`src/design/postproc_pkg.sv`:
```
// Shared widths, scale factors, modes and record layouts for the
// interval sample post-processor.
// Assumes one processing clock; samples arrive as whole records.
package postproc_pkg;

  // ----------------------------------------------------------------
  // Widths
  // ----------------------------------------------------------------
  localparam int TIME_W = 24;
  localparam int INTERP_W = 6;
  localparam int EVENT_W = 24;
  localparam int CT_W = 32;
  localparam int EV_CW = 32;
  localparam int STAMP_W = 40;
  localparam int RES_W = 64;
  localparam int CNT_W = 7;
  localparam int FIFO_DEPTH = 4;

  // ----------------------------------------------------------------
  // Time scales, stamps are in units of STAMP_LSB_PS
  // ----------------------------------------------------------------
  localparam int TIME_LSB_PS = 2000;
  localparam int INTERP_LSB_PS = 100;
  localparam int STAMP_LSB_PS = 100;
  localparam logic [STAMP_W-1:0] TIME_SCALE =
    STAMP_W'(TIME_LSB_PS / STAMP_LSB_PS);
  localparam logic [STAMP_W-1:0] INTERP_SCALE =
    STAMP_W'(INTERP_LSB_PS / STAMP_LSB_PS);

  // ----------------------------------------------------------------
  // Event scaling and divider
  // ----------------------------------------------------------------
  localparam int CHAN_C_SHIFT = 2;  // Divided channel sees one in four
  localparam int FREQ_FRAC = 24;    // Fraction bits of a rate result
  localparam logic [CNT_W-1:0] DIV_STEPS = CNT_W'(RES_W);

  typedef enum logic [1:0] {
    MODE_INTERVAL = 2'h0,
    MODE_RATE = 2'h1,
    MODE_PERIOD = 2'h2
  } mode_t;

  // One record from the counter hardware
  typedef struct packed {
    logic block_start;
    logic inhibit;
    logic [EVENT_W-1:0] event_cnt;
    logic [TIME_W-1:0] time_cnt;
    logic [INTERP_W-1:0] interp;
  } sample_t;

  localparam int SAMPLE_W = $bits(sample_t);

  // Constants loaded before a block is processed
  typedef struct packed {
    logic [CT_W-1:0] time_wrap;
    logic [CT_W-1:0] pos_max;
    logic [CT_W-1:0] neg_max;
    logic [EV_CW-1:0] event_wrap;
    logic signed [STAMP_W-1:0] offset;
    mode_t mode;
    logic chan_c;
  } cfg_t;

  typedef struct packed {
    logic signed [RES_W-1:0] value;
    logic [RES_W-1:0] aux;
    logic block_start;
    logic inhibit;
    logic div_zero;
  } result_t;

  typedef enum logic [2:0] {
    ST_IDLE = 3'h0,
    ST_GET_START = 3'h1,
    ST_GET_STOP = 3'h3,
    ST_FIX_IN = 3'h2,
    ST_FIX_OUT = 3'h6,
    ST_STAMP = 3'h7,
    ST_DIVIDE = 3'h5,
    ST_EMIT = 3'h4
  } state_t;

endpackage : postproc_pkg

```
`src/design/sample_buffer.sv`:
```
// Small first-in first-out buffer built from flip-flops.
// Assumes both sides run on clock_i; ready on the fill side is registered.
`timescale 1ns/100ps
module sample_buffer #(
  parameter int WIDTH = 8,
  parameter int DEPTH = 4
) (
  input wire logic clock_i,
  input wire logic reset_i,
  input wire logic in_valid_i,
  input wire logic [WIDTH-1:0] in_data_i,
  output logic in_ready_o,
  output logic out_valid_o,
  output logic [WIDTH-1:0] out_data_o,
  input wire logic out_ready_i
);

  localparam int PTR_W = (DEPTH > 1) ? $clog2(DEPTH) : 1;
  localparam int CNT_W = $clog2(DEPTH + 1);
  localparam logic [PTR_W-1:0] LAST = PTR_W'(DEPTH - 1);
  localparam logic [CNT_W-1:0] FULL = CNT_W'(DEPTH);

  typedef struct packed {
    logic [DEPTH-1:0][WIDTH-1:0] mem;
    logic [PTR_W-1:0] wr;
    logic [PTR_W-1:0] rd;
    logic [CNT_W-1:0] count;
    logic in_ready;
  } buf_t;

  buf_t s_r, s_nxt;
  logic push, pop;

  assign push = in_valid_i && s_r.in_ready;
  assign pop = (s_r.count != '0) && out_ready_i;

  // Pointer, storage and fill level update
  always_comb begin
    s_nxt = s_r;
    if (push) begin
      s_nxt.mem[s_r.wr] = in_data_i;
      s_nxt.wr = (s_r.wr == LAST) ? '0 : s_r.wr + 1'b1;
    end
    if (pop) begin
      s_nxt.rd = (s_r.rd == LAST) ? '0 : s_r.rd + 1'b1;
    end
    if (push && !pop) begin
      s_nxt.count = s_r.count + 1'b1;
    end else if (pop && !push) begin
      s_nxt.count = s_r.count - 1'b1;
    end
    s_nxt.in_ready = (s_nxt.count != FULL);
  end

  always_ff @(posedge clock_i) begin
    if (reset_i) begin
      s_r <= '0;
    end else begin
      s_r <= s_nxt;
    end
  end

  assign in_ready_o = s_r.in_ready;
  assign out_valid_o = (s_r.count != '0);
  assign out_data_o = s_r.mem[s_r.rd];

endmodule : sample_buffer

```
`src/design/interval_sample_postprocessor.sv`:
```
// Turns start/stop sample records into corrected stamps and results.
// Assumes samples come from logic on clock_i and cfg is stable on load.
`timescale 1ns/100ps
module interval_sample_postprocessor (
  input wire logic clock_i,
  input wire logic reset_i,
  input wire logic cfg_load_i,
  input wire postproc_pkg::cfg_t cfg_i,
  input wire logic sample_valid_i,
  input wire postproc_pkg::sample_t sample_i,
  output logic sample_ready_o,
  output logic result_valid_o,
  output postproc_pkg::result_t result_o,
  input wire logic result_ready_i
);
  import postproc_pkg::*;

  // ----------------------------------------------------------------
  // State
  // ----------------------------------------------------------------
  typedef struct packed {
    state_t fsm;
    cfg_t cfg;
    sample_t a;
    sample_t b;
    logic [CT_W-1:0] ts;
    logic [CT_W-1:0] tp;
    logic [CT_W-1:0] acc;
    logic [CT_W-1:0] prev_max;
    logic [EV_CW-1:0] ea;
    logic [EV_CW-1:0] eb;
    logic [EV_CW-1:0] ev_acc;
    logic [EV_CW-1:0] prev_ev;
    logic [EV_CW-1:0] prev_stop;
    logic first;
    logic [RES_W-1:0] num;
    logic [RES_W-1:0] den;
    logic [RES_W-1:0] rem;
    logic [RES_W-1:0] quo;
    logic [RES_W-1:0] n0;
    logic [CNT_W-1:0] cnt;
    result_t res;
    logic res_valid;
  } st_t;

  st_t s_r, s_nxt;

  function automatic logic signed [STAMP_W-1:0] stamp_of(
    input logic [CT_W-1:0] ct,
    input logic [INTERP_W-1:0] ip
  );
    stamp_of = $signed(STAMP_W'(ct) * TIME_SCALE -
                       STAMP_W'(ip) * INTERP_SCALE);
  endfunction : stamp_of

  // ----------------------------------------------------------------
  // Input buffer
  // ----------------------------------------------------------------
  sample_t fifo_data;
  logic fifo_valid, fetch, take;

  sample_buffer #(.WIDTH(SAMPLE_W), .DEPTH(FIFO_DEPTH)) i_sample_buffer (
    .clock_i(clock_i),
    .reset_i(reset_i),
    .in_valid_i(sample_valid_i),
    .in_data_i(sample_i),
    .in_ready_o(sample_ready_o),
    .out_valid_o(fifo_valid),
    .out_data_o(fifo_data),
    .out_ready_i(fetch)
  );

  // Records are only drawn while waiting for start or stop
  assign fetch = (s_r.fsm == ST_GET_START || s_r.fsm == ST_GET_STOP) &&
                 !cfg_load_i;
  assign take = fetch && fifo_valid;

  // ----------------------------------------------------------------
  // Datapath helpers
  // ----------------------------------------------------------------
  logic [EV_CW-1:0] ev_raw, ev_adj, ea_s, eb_s, ed;
  logic ev_rolled, hi, lo, wrap2, dz, ge;
  logic [CT_W-1:0] ts_raw, tp_raw, mn, mx;
  logic signed [CT_W:0] diff;
  logic signed [STAMP_W-1:0] sa, sb, el;
  logic [RES_W:0] r2;
  logic [RES_W-1:0] rem_n, qn;

  // Event rollover: any count below its predecessor wrapped
  assign ev_raw = EV_CW'(fifo_data.event_cnt) + s_r.ev_acc;
  assign ev_rolled = !(s_r.first && s_r.fsm == ST_GET_START) &&
                     (ev_raw < s_r.prev_ev);
  assign ev_adj = ev_rolled ? ev_raw + s_r.cfg.event_wrap : ev_raw;

  // Rollover between start and stop, judged against both limits
  assign ts_raw = CT_W'(s_r.a.time_cnt) + s_r.acc;
  assign tp_raw = CT_W'(s_r.b.time_cnt) + s_r.acc;
  assign diff = $signed({1'b0, tp_raw}) - $signed({1'b0, ts_raw});
  assign hi = diff > $signed({1'b0, s_r.cfg.pos_max});
  assign lo = diff < -$signed({1'b0, s_r.cfg.neg_max});

  // Rollover between pairs: later stamp of the last pair against earlier stamp of this pair
  assign mn = (s_r.ts < s_r.tp) ? s_r.ts : s_r.tp;
  assign mx = (s_r.ts > s_r.tp) ? s_r.ts : s_r.tp;
  assign wrap2 = !s_r.first && (s_r.prev_max > mn);

  // Stamps, intervals and scaled event counts
  assign ea_s = s_r.cfg.chan_c ? s_r.ea << CHAN_C_SHIFT : s_r.ea;
  assign eb_s = s_r.cfg.chan_c ? s_r.eb << CHAN_C_SHIFT : s_r.eb;
  assign ed = eb_s - ea_s;
  assign sa = stamp_of(s_r.ts, s_r.a.interp);
  assign sb = stamp_of(s_r.tp, s_r.b.interp) + s_r.cfg.offset;
  assign el = sb - sa;
  assign dz = (el <= 0) || (s_r.cfg.mode == MODE_PERIOD && ed == '0);

  // One restoring divider step per cycle
  assign r2 = {s_r.rem, s_r.num[RES_W-1]};
  assign ge = r2 >= {1'b0, s_r.den};
  assign rem_n = ge ? RES_W'(r2 - {1'b0, s_r.den}) : r2[RES_W-1:0];
  assign qn = {s_r.quo[RES_W-2:0], ge};

  // ----------------------------------------------------------------
  // Sequencer
  // ----------------------------------------------------------------
  always_comb begin
    s_nxt = s_r;
    if (take) begin
      s_nxt.prev_ev = ev_adj;
      if (ev_rolled) begin
        s_nxt.ev_acc = s_r.ev_acc + s_r.cfg.event_wrap;
      end
    end
    case (s_r.fsm)
      ST_IDLE: begin
        s_nxt.fsm = ST_IDLE;
      end
      ST_GET_START: begin
        if (take) begin
          s_nxt.a = fifo_data;
          s_nxt.ea = ev_adj;
          s_nxt.fsm = ST_GET_STOP;
        end
      end
      ST_GET_STOP: begin
        if (take) begin
          s_nxt.b = fifo_data;
          s_nxt.eb = ev_adj;
          s_nxt.fsm = ST_FIX_IN;
        end
      end
      ST_FIX_IN: begin
        s_nxt.ts = ts_raw;
        s_nxt.tp = tp_raw;
        if (hi) begin
          s_nxt.ts = ts_raw + s_r.cfg.time_wrap;
          s_nxt.acc = s_r.acc + s_r.cfg.time_wrap;
        end else if (lo) begin
          s_nxt.tp = tp_raw + s_r.cfg.time_wrap;
          s_nxt.acc = s_r.acc + s_r.cfg.time_wrap;
        end
        s_nxt.fsm = ST_FIX_OUT;
      end
      ST_FIX_OUT: begin
        s_nxt.prev_max = mx;
        if (wrap2) begin
          s_nxt.ts = s_r.ts + s_r.cfg.time_wrap;
          s_nxt.tp = s_r.tp + s_r.cfg.time_wrap;
          s_nxt.acc = s_r.acc + s_r.cfg.time_wrap;
          s_nxt.prev_max = mx + s_r.cfg.time_wrap;
        end
        s_nxt.fsm = ST_STAMP;
      end
      ST_STAMP: begin
        s_nxt.first = 1'b0;
        s_nxt.prev_stop = eb_s;
        s_nxt.res.block_start = s_r.a.block_start;
        s_nxt.res.inhibit = s_r.a.inhibit | s_r.b.inhibit;
        s_nxt.res.div_zero = 1'b0;
        if (s_r.cfg.mode == MODE_INTERVAL) begin
          s_nxt.res.value = RES_W'(el);
          s_nxt.res.aux = s_r.first ? '0 :
                          RES_W'(ea_s - s_r.prev_stop - 1'b1);
          s_nxt.res_valid = 1'b1;
          s_nxt.fsm = ST_EMIT;
        end else begin
          s_nxt.res.aux = RES_W'(el);
          s_nxt.num = (s_r.cfg.mode == MODE_RATE) ?
                      RES_W'(ed) << FREQ_FRAC : RES_W'(el);
          s_nxt.den = (s_r.cfg.mode == MODE_RATE) ?
                      RES_W'(el) : RES_W'(ed);
          s_nxt.n0 = s_nxt.num;
          s_nxt.rem = '0;
          s_nxt.quo = '0;
          s_nxt.cnt = DIV_STEPS;
          if (dz) begin
            s_nxt.res.value = '1;
            s_nxt.res.div_zero = 1'b1;
            s_nxt.res_valid = 1'b1;
            s_nxt.fsm = ST_EMIT;
          end else begin
            s_nxt.fsm = ST_DIVIDE;
          end
        end
      end
      ST_DIVIDE: begin
        s_nxt.rem = rem_n;
        s_nxt.quo = qn;
        s_nxt.num = s_r.num << 1;
        s_nxt.cnt = s_r.cnt - 1'b1;
        if (s_r.cnt == CNT_W'(1)) begin
          s_nxt.res.value = qn;
          s_nxt.res_valid = 1'b1;
          s_nxt.fsm = ST_EMIT;
        end
      end
      ST_EMIT: begin
        if (result_ready_i) begin
          s_nxt.res_valid = 1'b0;
          s_nxt.fsm = ST_GET_START;
        end
      end
      default: begin
        s_nxt.fsm = ST_IDLE;
      end
    endcase
    // Loading constants restarts the scan and drops any pending result
    if (cfg_load_i) begin
      s_nxt.cfg = cfg_i;
      s_nxt.acc = '0;
      s_nxt.ev_acc = '0;
      s_nxt.prev_ev = '0;
      s_nxt.first = 1'b1;
      s_nxt.res_valid = 1'b0;
      s_nxt.fsm = ST_GET_START;
    end
  end

  always_ff @(posedge clock_i) begin
    if (reset_i) begin
      s_r <= '0;
    end else begin
      s_r <= s_nxt;
    end
  end

  assign result_valid_o = s_r.res_valid;
  assign result_o = s_r.res;

  // ----------------------------------------------------------------
  // Checks
  // ----------------------------------------------------------------
  property p_pair_result;
    @(posedge clock_i) disable iff (reset_i || cfg_load_i)
    (take && s_r.fsm == ST_GET_STOP) |-> ##[4:68] s_r.res_valid;
  endproperty
  a_pair_result: assert property (p_pair_result)
    else $error("no result after a stop record");

  property p_in_range;
    @(posedge clock_i) disable iff (reset_i || cfg_load_i)
    (s_r.fsm == ST_FIX_IN && !hi && !lo) |=> s_r.acc == $past(s_r.acc);
  endproperty
  a_in_range: assert property (p_in_range)
    else $error("wrap applied to an in-range pair");

  property p_pass1_hi;
    @(posedge clock_i) disable iff (reset_i || cfg_load_i)
    (s_r.fsm == ST_FIX_IN && hi) |=>
      s_r.acc == $past(s_r.acc) + s_r.cfg.time_wrap &&
      s_r.tp == $past(tp_raw);
  endproperty
  a_pass1_hi: assert property (p_pass1_hi)
    else $error("high out-of-range pair not corrected on start");

  property p_pass1_lo;
    @(posedge clock_i) disable iff (reset_i || cfg_load_i)
    (s_r.fsm == ST_FIX_IN && lo) |=>
      s_r.acc == $past(s_r.acc) + s_r.cfg.time_wrap &&
      s_r.ts == $past(ts_raw);
  endproperty
  a_pass1_lo: assert property (p_pass1_lo)
    else $error("low out-of-range pair not corrected on stop");

  property p_pass2;
    @(posedge clock_i) disable iff (reset_i || cfg_load_i)
    (s_r.fsm == ST_FIX_OUT && wrap2) |=>
      s_r.ts == $past(s_r.ts) + s_r.cfg.time_wrap &&
      s_r.tp == $past(s_r.tp) + s_r.cfg.time_wrap &&
      s_r.acc == $past(s_r.acc) + s_r.cfg.time_wrap;
  endproperty
  a_pass2: assert property (p_pass2)
    else $error("rollover between pairs not corrected");

  property p_interval;
    @(posedge clock_i) disable iff (reset_i || cfg_load_i)
    (s_r.fsm == ST_EMIT && s_r.cfg.mode == MODE_INTERVAL) |->
      s_r.res.value == RES_W'((RES_W'(s_r.tp) - RES_W'(s_r.ts)) *
      RES_W'(TIME_SCALE) - RES_W'(s_r.b.interp) + RES_W'(s_r.a.interp) +
      RES_W'(s_r.cfg.offset));
  endproperty
  a_interval: assert property (p_interval)
    else $error("interval result does not match stamps");

  property p_quotient;
    @(posedge clock_i) disable iff (reset_i || cfg_load_i)
    (s_r.fsm == ST_EMIT && s_r.cfg.mode != MODE_INTERVAL &&
     !s_r.res.div_zero) |->
      (2*RES_W)'(s_r.quo) * (2*RES_W)'(s_r.den) + (2*RES_W)'(s_r.rem) ==
      (2*RES_W)'(s_r.n0) && s_r.rem < s_r.den;
  endproperty
  a_quotient: assert property (p_quotient)
    else $error("divider result inconsistent");

  property p_gate;
    @(posedge clock_i) disable iff (reset_i || cfg_load_i)
    (s_r.fsm == ST_STAMP && s_r.cfg.mode != MODE_INTERVAL) |=>
      s_r.res.aux == RES_W'($past(el));
  endproperty
  a_gate: assert property (p_gate)
    else $error("gate time not reported");

  property p_chan_c;
    @(posedge clock_i) disable iff (reset_i)
    (s_r.fsm == ST_STAMP && s_r.cfg.chan_c) |->
      ea_s[1:0] == 2'h0 && eb_s[1:0] == 2'h0 &&
      ed == EV_CW'((s_r.eb - s_r.ea) << CHAN_C_SHIFT);
  endproperty
  a_chan_c: assert property (p_chan_c)
    else $error("divided channel counts not scaled");

  property p_cfg;
    @(posedge clock_i) disable iff (reset_i)
    cfg_load_i |=> s_r.cfg == $past(cfg_i) && s_r.fsm == ST_GET_START;
  endproperty
  a_cfg: assert property (p_cfg)
    else $error("constants not loaded");

endmodule : interval_sample_postprocessor

```
`config.mk`:
```
export PLATFORM = sky130hd
export DESIGN_NAME = interval_sample_postprocessor
export DESIGN_NICKNAME = d
export VERILOG_FILES = /design/src/design/postproc_pkg.sv /design/src/design/sample_buffer.sv /design/src/design/interval_sample_postprocessor.sv
export SDC_FILE = /design/constraint.sdc
export NUM_CORES = 2
export LEC_CHECK = 0
export ABC_CLOCK_PERIOD_IN_PS = 12900
export BUFFER_PORTS_ARGS = -buffer_cell sky130_fd_sc_hd__buf_2
export CORE_UTILIZATION = 53
export DETAILED_ROUTE_END_ITERATION = 8
export PLACE_DENSITY = 0.7
export SLEW_MARGIN = 20
export SYNTH_ARGS = -nofsm -noshare
export SYNTH_HDL_FRONTEND = slang
export SYNTH_SLANG_ARGS = --single-unit
```
`constraint.sdc`:
```
create_clock -name clock_i -period 12.9 [get_ports clock_i]
set_input_delay 2.58 -clock clock_i [delete_from_list [all_inputs] [get_ports clock_i]]
set_output_delay 2.58 -clock clock_i [all_outputs]
set_load 0.02 [all_outputs]
```
# --- Word level (Yosys, flattened, before mapping) ---
# Cells that the tools add are included.
classes:
  n_eq_ne: 25
  div: 0
  multipliers: 2
  n_bitwise: 2
  reduce_logical: 37
  muxes: 47
  addsub: 26
  n_shift: 0
  magnitude_cmp: 11
ops:
  columns: ["cell", "count"]
  rows:
  - ["64-bit two-way mux", 7]
  - ["327-bit two-way mux", 1]
  - ["32-bit adder", 8]
  - ["128-bit two-way mux", 2]
  - ["32-bit two-way mux", 8]
  - ["128-bit case mux with 2 select lines", 1]
  - ["224-bit bitwise mux", 1]
  - ["96-bit case mux with 2 select lines", 1]
  - ["172-bit two-way mux", 1]
  - ["71-bit case mux with 2 select lines", 1]
  - ["64-bit case mux with 2 select lines", 1]
  - ["56-bit binary-select mux with 2-bit select", 1]
  - ["56-bit demux with 2-bit select", 1]
  - ["56-bit two-way mux", 2]
  - ["24-bit by 32-bit adder with 32-bit output", 3]
  - ["37-bit by 6-bit subtractor with 38-bit output", 2]
  - ["32-bit by 3-bit multiplier with 35-bit output, second input constant", 2]
  - ["32-bit by 32-bit subtractor with 33-bit output", 2]
  - ["65-bit by 64-bit greater-or-equal comparator with 1-bit output", 1]
  - ["32-bit greater-than comparator", 2]
  - ["32-bit < comparator", 2]
  - ["64-bit subtractor", 1]
  - ["38-bit by 40-bit adder with 40-bit output", 1]
  - ["40-bit by 1-bit less-or-equal comparator with 1-bit output, second input constant", 1]
  - ["41 further kinds", 97]
word_totals:
  ramBits: 0
  memories: 0
  latchBits: 0
  ff_bits: 1216
  romBits: 0
  elab_cells: 196
  in_bits: 232
  out_inout_bits: 133

# --- Longest topological paths before layout ---
logic_depth:
  ltp_word: 10
  depth_mapped: 40
  depth_no_buf: 37

# --- Cells and area by module ---
# A second synthesis with hierarchy kept.
hier_totals:
  hier_cells: 10249
  hier_area_um2: 82292.7
modules_own_cells:
  columns: ["mod", "instances", "area_per_inst_um2", "cells_each", "seq_area_each_um2"]
  rows:
  - ["interval_sample_postprocessor", 1, 72652.2, 9152, 17456.7]
  - ["sample_buffer", 1, 9640.5, 1097, 4644.5]

# --- Worst setup path before layout ---
# Ideal clock, no wire load.
synth_path:
  path_type: "register to register"
  from: "register s_r[652] (netlist name)"
  to: "register s_r[707] (netlist name)"
  t_arrival_ns: 7.579
  path_stages_with_launch: 38
  setup_slack_ns: 5.263
  n_path_buf: 2
  setup_time_ns: 0.058
  required_ns: 12.842
  period_less_slack_ns: 7.637
  cell_sequence: "dfxtp_1 -> ha_1 -> fa_1 -> a21oi_1 -> o21bai_1 -> a21oi_1 -> o21ai_0 -> a31oi_1 -> nor3b_1 -> a2111oi_0 -> o31ai_1 -> o31ai_1 -> nor2_1 -> a211oi_1 -> xor2_1 -> ha_1 -> nand3_1 -> nand2_1 -> [2 not listed] -> nand3_1 -> a21oi_1 -> o21ai_0 -> xor2_1 -> ha_1 -> and4_1 -> and4_1 -> nand2_1 -> nor3_1 -> a21oi_1 -> nor4_1 -> o31a_1 -> clkbuf_1 -> nor2_1 -> buf_1 -> mux2i_1 -> a2111oi_0 -> a21o_1"
synth_between:
  elab_chain_cells: 6
synth_rtl:
  columns: ["element", "line", "text"]
  rows:
  - ["from (decl)", "interval_sample_postprocessor.sv:46", "st_t s_r, s_nxt;"]
  - ["from (signal assigned)", "interval_sample_postprocessor.sv:242", "s_r <= s_nxt;"]
  - ["24-bit by 32-bit adder with 32-bit output (on tied branches)", "interval_sample_postprocessor.sv:97, interval_sample_postprocessor.sv:96", null]
  - ["32-bit by 32-bit subtractor with 33-bit output", "interval_sample_postprocessor.sv:98", "assign diff = $signed({1'b0, tp_raw}) - $signed({1'b0, ts_raw});"]
  - ["33-bit < comparator", "interval_sample_postprocessor.sv:100", "assign lo = diff < -$signed({1'b0, s_r.cfg.neg_max});"]
  - ["64-bit two-way mux", "interval_sample_postprocessor.sv:157", "end else if (lo) begin"]
  - ["32-bit two-way mux *", "interval_sample_postprocessor.sv:154", "if (hi) begin"]
  - ["96-bit case mux with 2 select lines *", "interval_sample_postprocessor.sv:133", "case (s_r.fsm)"]
# Mark *: on every way between the ends. The rest lies on a longest branch, timed or not. The select of a mux whose other input is x is not followed.
# A chain may end at the register's enable or synchronous reset.

# --- Worst setup path after layout ---
layout_path:
  from: "register s_r[652] (netlist name)"
  to: "register s_r[668] (netlist name)"
layout_between:
  elab_chain_cells: 5
layout_rtl:
  columns: ["element", "line"]
  rows:
  - ["24-bit by 32-bit adder with 32-bit output (on tied branches)", "interval_sample_postprocessor.sv:97, interval_sample_postprocessor.sv:96"]
  - ["32-bit by 32-bit subtractor with 33-bit output", "interval_sample_postprocessor.sv:98"]
  - ["33-bit greater-than comparator / 33-bit < comparator (equally long branches)", "interval_sample_postprocessor.sv:99, interval_sample_postprocessor.sv:100"]
  - ["3-bit inequality test (no line) / 32-bit two-way mux (equally long branches)", null]
  - ["3-bit AND reduction (no line) / 96-bit case mux with 2 select lines (equally long branches)", null]
# Parallel ways exist; a longest one is shown, timed or not. The select of a mux whose other input is x is not followed.

==> tab_implementation.tex <==
\begin{tabular}{lr}
\hline
Metric & Value \\
\hline
\multicolumn{2}{l}{\textbf{Yosys}} \\
\quad Share of async-settable or async-resettable flops after synthesis & 0 \\
\quad Area fraction in compound gates after synthesis & 0.229 \\
\quad Count of yosys warnings during synthesis & 0 \\
\quad Dominant combinational cell family by area after synthesis & compound AO/OA/AOI/OAI gates \\
\quad Count of distinct cell types in the synthesized netlist & 97 \\
\quad Most common cell in the synthesized netlist & nand2\_1 \\
\quad Multiplexer area fraction after synthesis & 0.0694 \\
\quad Most area-consuming cells after synthesis & dfxtp\_1 27\%, ha\_1 12\%, a21oi\_1 6.7\% \\
\quad Parity-gate share of the synthesized area counting xor and xnor cells & 0.0658 \\
\quad Register bit total from synthesis & about 1100 \\
\quad Cell taking the most area after synthesis & dfxtp\_1 \\
\quad Number of synthesized flops with an enable pin & 0 \\
\quad Synthesized-area fraction occupied by adder cells & 0.137 \\
\quad Synthesized area per cell & roughly 8.0 um2 \\
\quad Most used standard cells in the synthesized netlist & 1293 x nand2\_1, 1107 x a21oi\_1, 1104 x dfxtp\_1, 865 x nor2\_1, 820 x ha\_1 \\
\quad Area fraction of the dominant cell type after synthesis & 0.267 \\
\quad Number of nets produced by synthesis & 11500 \\
\quad Synthesized-area fraction occupied by and/or/nand/nor cells & 0.177 \\
\quad Cell count after synthesis & 10400 \\
\quad Most common flop cell mapped by yosys & dfxtp\_1 \\
\quad Synthesized cell area & a little over 0.08 mm2 \\
\quad Portion of the post-synthesis area used by sequential elements & 0.267 \\
\multicolumn{2}{l}{\textbf{Place}} \\
\quad \# port buffers & 364 \\
\quad Post-detail-place hpwl & 202000 um \\
\quad Routability congestion estimate & 0.985 \\
\quad Placed Instances & 12300 \\
\multicolumn{2}{l}{\textbf{Timing}} \\
\quad Post-route clock skew & 0.0423 ns \\
\quad Pin slew with the least headroom to its limit & approximately 1.2 ns \\
\quad RSZ-0062 raised after global routing & false \\
\quad Min Clock Period, post-route & 10.08 ns \\
\quad Worst hold slack & $\sim$0.45 ns \\
\quad Fraction of the cycle the final worst path needs & 0.781 \\
\quad Total of endpoints with negative setup slack in the final report & 0 \\
\quad Relative slew slack & 0.178 \\
\quad Setup TNS Final & 0 ns \\
\quad Achievable frequency & slightly below 0.1 GHz \\
\quad Fin. Hold Viols & 0 \\
\quad Number of pins exceeding their max-slew limit in the final report & 0 \\
\multicolumn{2}{l}{\textbf{Global route}} \\
\quad Overall track demand over capacity in global routing & 0.328 \\
\quad Pin count of the biggest net entering global routing & 149 \\
\quad Global-route wire length before repair & just over 400000 um \\
\quad Overall overflow remaining after global route & 0 \\
\quad Number of antenna violations at the first check in global routing & 16 \\
\quad Number of global-route vias before repair & 72200 \\
\multicolumn{2}{l}{\textbf{Die}} \\
\quad Rows & 144 \\
\quad IO Pins & approximately 370 \\
\quad Initial standard-cell utilization of the core & 0.536 \\
\quad Core region area & 0.155 mm2 \\
\quad Die boundary width & just under 400 um \\
\quad Die outline area & between 0.15 and 0.2 mm2 \\
\quad Die Y & between 300 and 400 um \\
\multicolumn{2}{l}{\textbf{Layout}} \\
\quad Final core utilization & 0.579 \\
\quad Number of nets at the end of the flow & 11400 \\
\quad Count of filler cells inserted in the layout & 14100 \\
\quad Filler-free cell count of the finished design & 12500 \\
\quad Share of final-layout standard cells stronger than drive strength 1 & 0.0909 \\
\quad Layout overhead on the synthesized area & 8.07\% \\
\multicolumn{2}{l}{\textbf{Worst setup path}} \\
\quad Most used cell, CP & a21oi\_1 \\
\quad Worst Path Required & approximately 14 ns \\
\quad Critical path arrival & 10.75 ns \\
\quad Startpoint kind of the worst setup timing path & flip-flop \\
\quad Reg-to-Reg Start & s\_r[652]\$\_SDFFE\_PP0P\_ \\
\quad Highest fanout seen on the critical path & 34 \\
\quad Crit. End Element & flip-flop \\
\quad Number of cells traversed by the worst register-to-register path & 37 \\
\quad Minimum setup slack among reg-to-reg paths & about 2.8 ns \\
\quad Reg-to-Reg End & s\_r[668]\$\_SDFFE\_PP0P\_ \\
\quad Worst setup path class & reg -> reg \\
\quad Critical path's largest stage delay & 0.79 ns \\
\quad CP max stage cell & a2111oi\_0 \\
\multicolumn{2}{l}{\textbf{Clock network}} \\
\quad Resize count post-CTS & 0 \\
\quad TritonCTS clock tree & yes \\
\quad TritonCTS buffer count & 120 \\
\quad Cell at the root of the clock tree & clkbuf\_16 \\
\quad Clock slew seen by the registers of the worst setup and hold paths & 0.07 ns \\
\quad Buffer depth of the longest clock path & 3 \\
\quad Clock latency of the later-clocked register in the worst-skew pair & 0.78 ns \\
\quad Number of levels the H-tree was split into & 3 \\
\quad Quantity of hold-fixing buffers added after cts & 0 \\
\quad Post-CTS repair timing setup buffer count & 0 \\
\quad Clock net sink count & 1104 \\
\multicolumn{2}{l}{\textbf{Route}} \\
\quad Mean routed wirelength per cell & approximately 22 um \\
\quad Post-detailed-route via-to-cell ratio & 6.19 \\
\quad M1 wire length & around 120000 um \\
\quad Count of vias placed by the detailed router & 77300 \\
\quad DR WL met3 & between 20000 and 25000 um \\
\quad Detail Route Antenna Nets & 0 \\
\quad Highest routed metal layer & met5 \\
\quad Total iterations of the first detailed-routing run & 7 \\
\quad DRC marker count from the first detailed-route iteration & 7550 \\
\quad Total length of routed met2 wires & 117000 um \\
\quad Drt drc & 0 \\
\quad WL final & 269000 um \\
\multicolumn{2}{l}{\textbf{Pwr}} \\
\quad Power density over the cells & $\sim$150 mW/mm2 \\
\quad Max rail drop VDD & roughly 190 uV \\
\quad Power, Total & 0.0133 W \\
\quad Leakage power & 40.4 nW \\
\multicolumn{2}{l}{\textbf{Min path}} \\
\quad Endpoint, Worst Hold & i\_sample\_buffer.s\_r[137]\$\_SDFFE\_PP0P\_ \\
\quad Path class of the lowest-slack min-delay path & reg -> reg \\
\quad Worst Hold Path Cells & 2 \\
\quad Launch instance of the worst min-delay path & i\_sample\_buffer.s\_r[137]\$\_SDFFE\_PP0P\_ \\
\multicolumn{2}{l}{\textbf{Status}} \\
\quad Outcome & completed \\
\multicolumn{2}{l}{\textbf{Flow run}} \\
\quad Maximum Capacitance Violations & 0 \\
\hline
\end{tabular}
report_power, final:
| group | leakage, nW | internal, W | total, W | switching [W] |
|---|---|---|---|---|
| Sequential | 8.94 | 0.00353 | 0.00365 | 0.000124 |
| Combinational | 29.5 | 0.00205 | 0.00607 | 0.00402 |
| Clock | 1.99 | 0.00204 | 0.00360 | 0.00156 |
| Total | 40.4 | 0.00762 | 0.0133 | 0.00571 |
worst max-delay path, delay by kind of cell, from the launching register on:
family,cells,cell delay (ns)
AOI/OAI and AO/OA,17,4.54
xor gates and xnor gates,2,0.60
adders and majority gates,4,1.32
buffers and inverters,2,0.58
DFF,1,0.35
and+or+nand+nor,12,2.56
area by class of cell:
class                   instances  area, um2  share of cell area
diodes                          5       12.5            0.000140
clock buffers                 167       3420              0.0382
clock inverters                57        668             0.00746
inverters                     420       1580              0.0176
multi-input cells            8211      56500               0.630
flip-flops and latches       1104      22100               0.247
well taps                    2044       2560              0.0285
repair buffers                484       2760              0.0308
through the flow:
stage | instance area (um2) | worst slack, ns
floorplan | 82900 | 5.26
global placement | 85400 | 3.09
detailed placement | 85400 | 2.95
CTS | 89500 | 2.90
global route | 89600 | 2.12
finish | 89600 | 2.82
worst max path at each step:
stage	startpoint	slack (ns)	to	depth (start not counted)
3_3_place_gp	s_r[652]$_SDFFE_PP0P_	3.09	s_r[668]$_SDFFE_PP0P_	35
5_1_grt	s_r[652]$_SDFFE_PP0P_	2.12	s_r[668]$_SDFFE_PP0P_	35
4_1_cts	s_r[652]$_SDFFE_PP0P_	2.90	s_r[668]$_SDFFE_PP0P_	37
2_1_floorplan	s_r[652]$_SDFFE_PP0P_	5.26	s_r[707]$_SDFFE_PP0P_	37
6_report	s_r[652]$_SDFFE_PP0P_	2.82	s_r[668]$_SDFFE_PP0P_	37
3_5_place_dp	s_r[652]$_SDFFE_PP0P_	2.95	s_r[668]$_SDFFE_PP0P_	37
flip-flops by register name, summed over array words and instances, names as in the netlist, named ones only:
name	cells
s_r	634
i_sample_buffer.s_r	231
result_o	107
r2	65
qn	63
i_sample_buffer.in_ready_o	1
result_valid_o	1
cell families after synthesis:
kind of cell	count (synthesis)
AND/OR/NAND/NOR	3254
AO/OA/AOI/OAI	2965
flip-flops	1104
buffers and inverters	1074
adder cells (fa/ha/maj)	876
XOR/XNOR	621
multiplexers	495
cell usage in the layout (no fill, tap or decap), types with 28 or more instances in the layout:
master,Yosys,layout
nand2_1,1293,1287
a21oi_1,1107,1106
dfxtp_1,1104,1101
nor2_1,865,854
ha_1,820,820
o21ai_0,432,432
inv_1,419,418
xnor2_1,383,382
a21o_1,367,367
mux2i_1,363,363
buf_2,5,362
nand3_1,266,264
xor2_1,237,237
a211oi_1,186,185
nor3_1,166,163
clkbuf_16,0,123
buf_4,134,117
nand2b_1,104,103
o21a_1,92,92
a31oi_1,90,89
and3_1,90,86
nand4_1,85,85
nor2b_1,79,78
mux2_2,74,74
o21bai_1,70,70
o211ai_1,64,64
or3_1,60,60
and2_1,60,57
mux4_2,56,56
fa_1,56,56
a221oi_1,53,53
o31ai_1,53,51
a311oi_1,43,43
o221ai_1,43,43
a22oi_1,42,42
or2_2,39,38
nor4_1,34,34
a222oi_1,34,34
a2111oi_0,29,28
per-layer routing:
metal  vias up  track usage
li1      37100            -
met1     37000        0.450
met2      2707        0.511
met3       479       0.0571
met4        16        0.120
met5         -            0
Note: power is estimated with default switching activity, not from simulation.
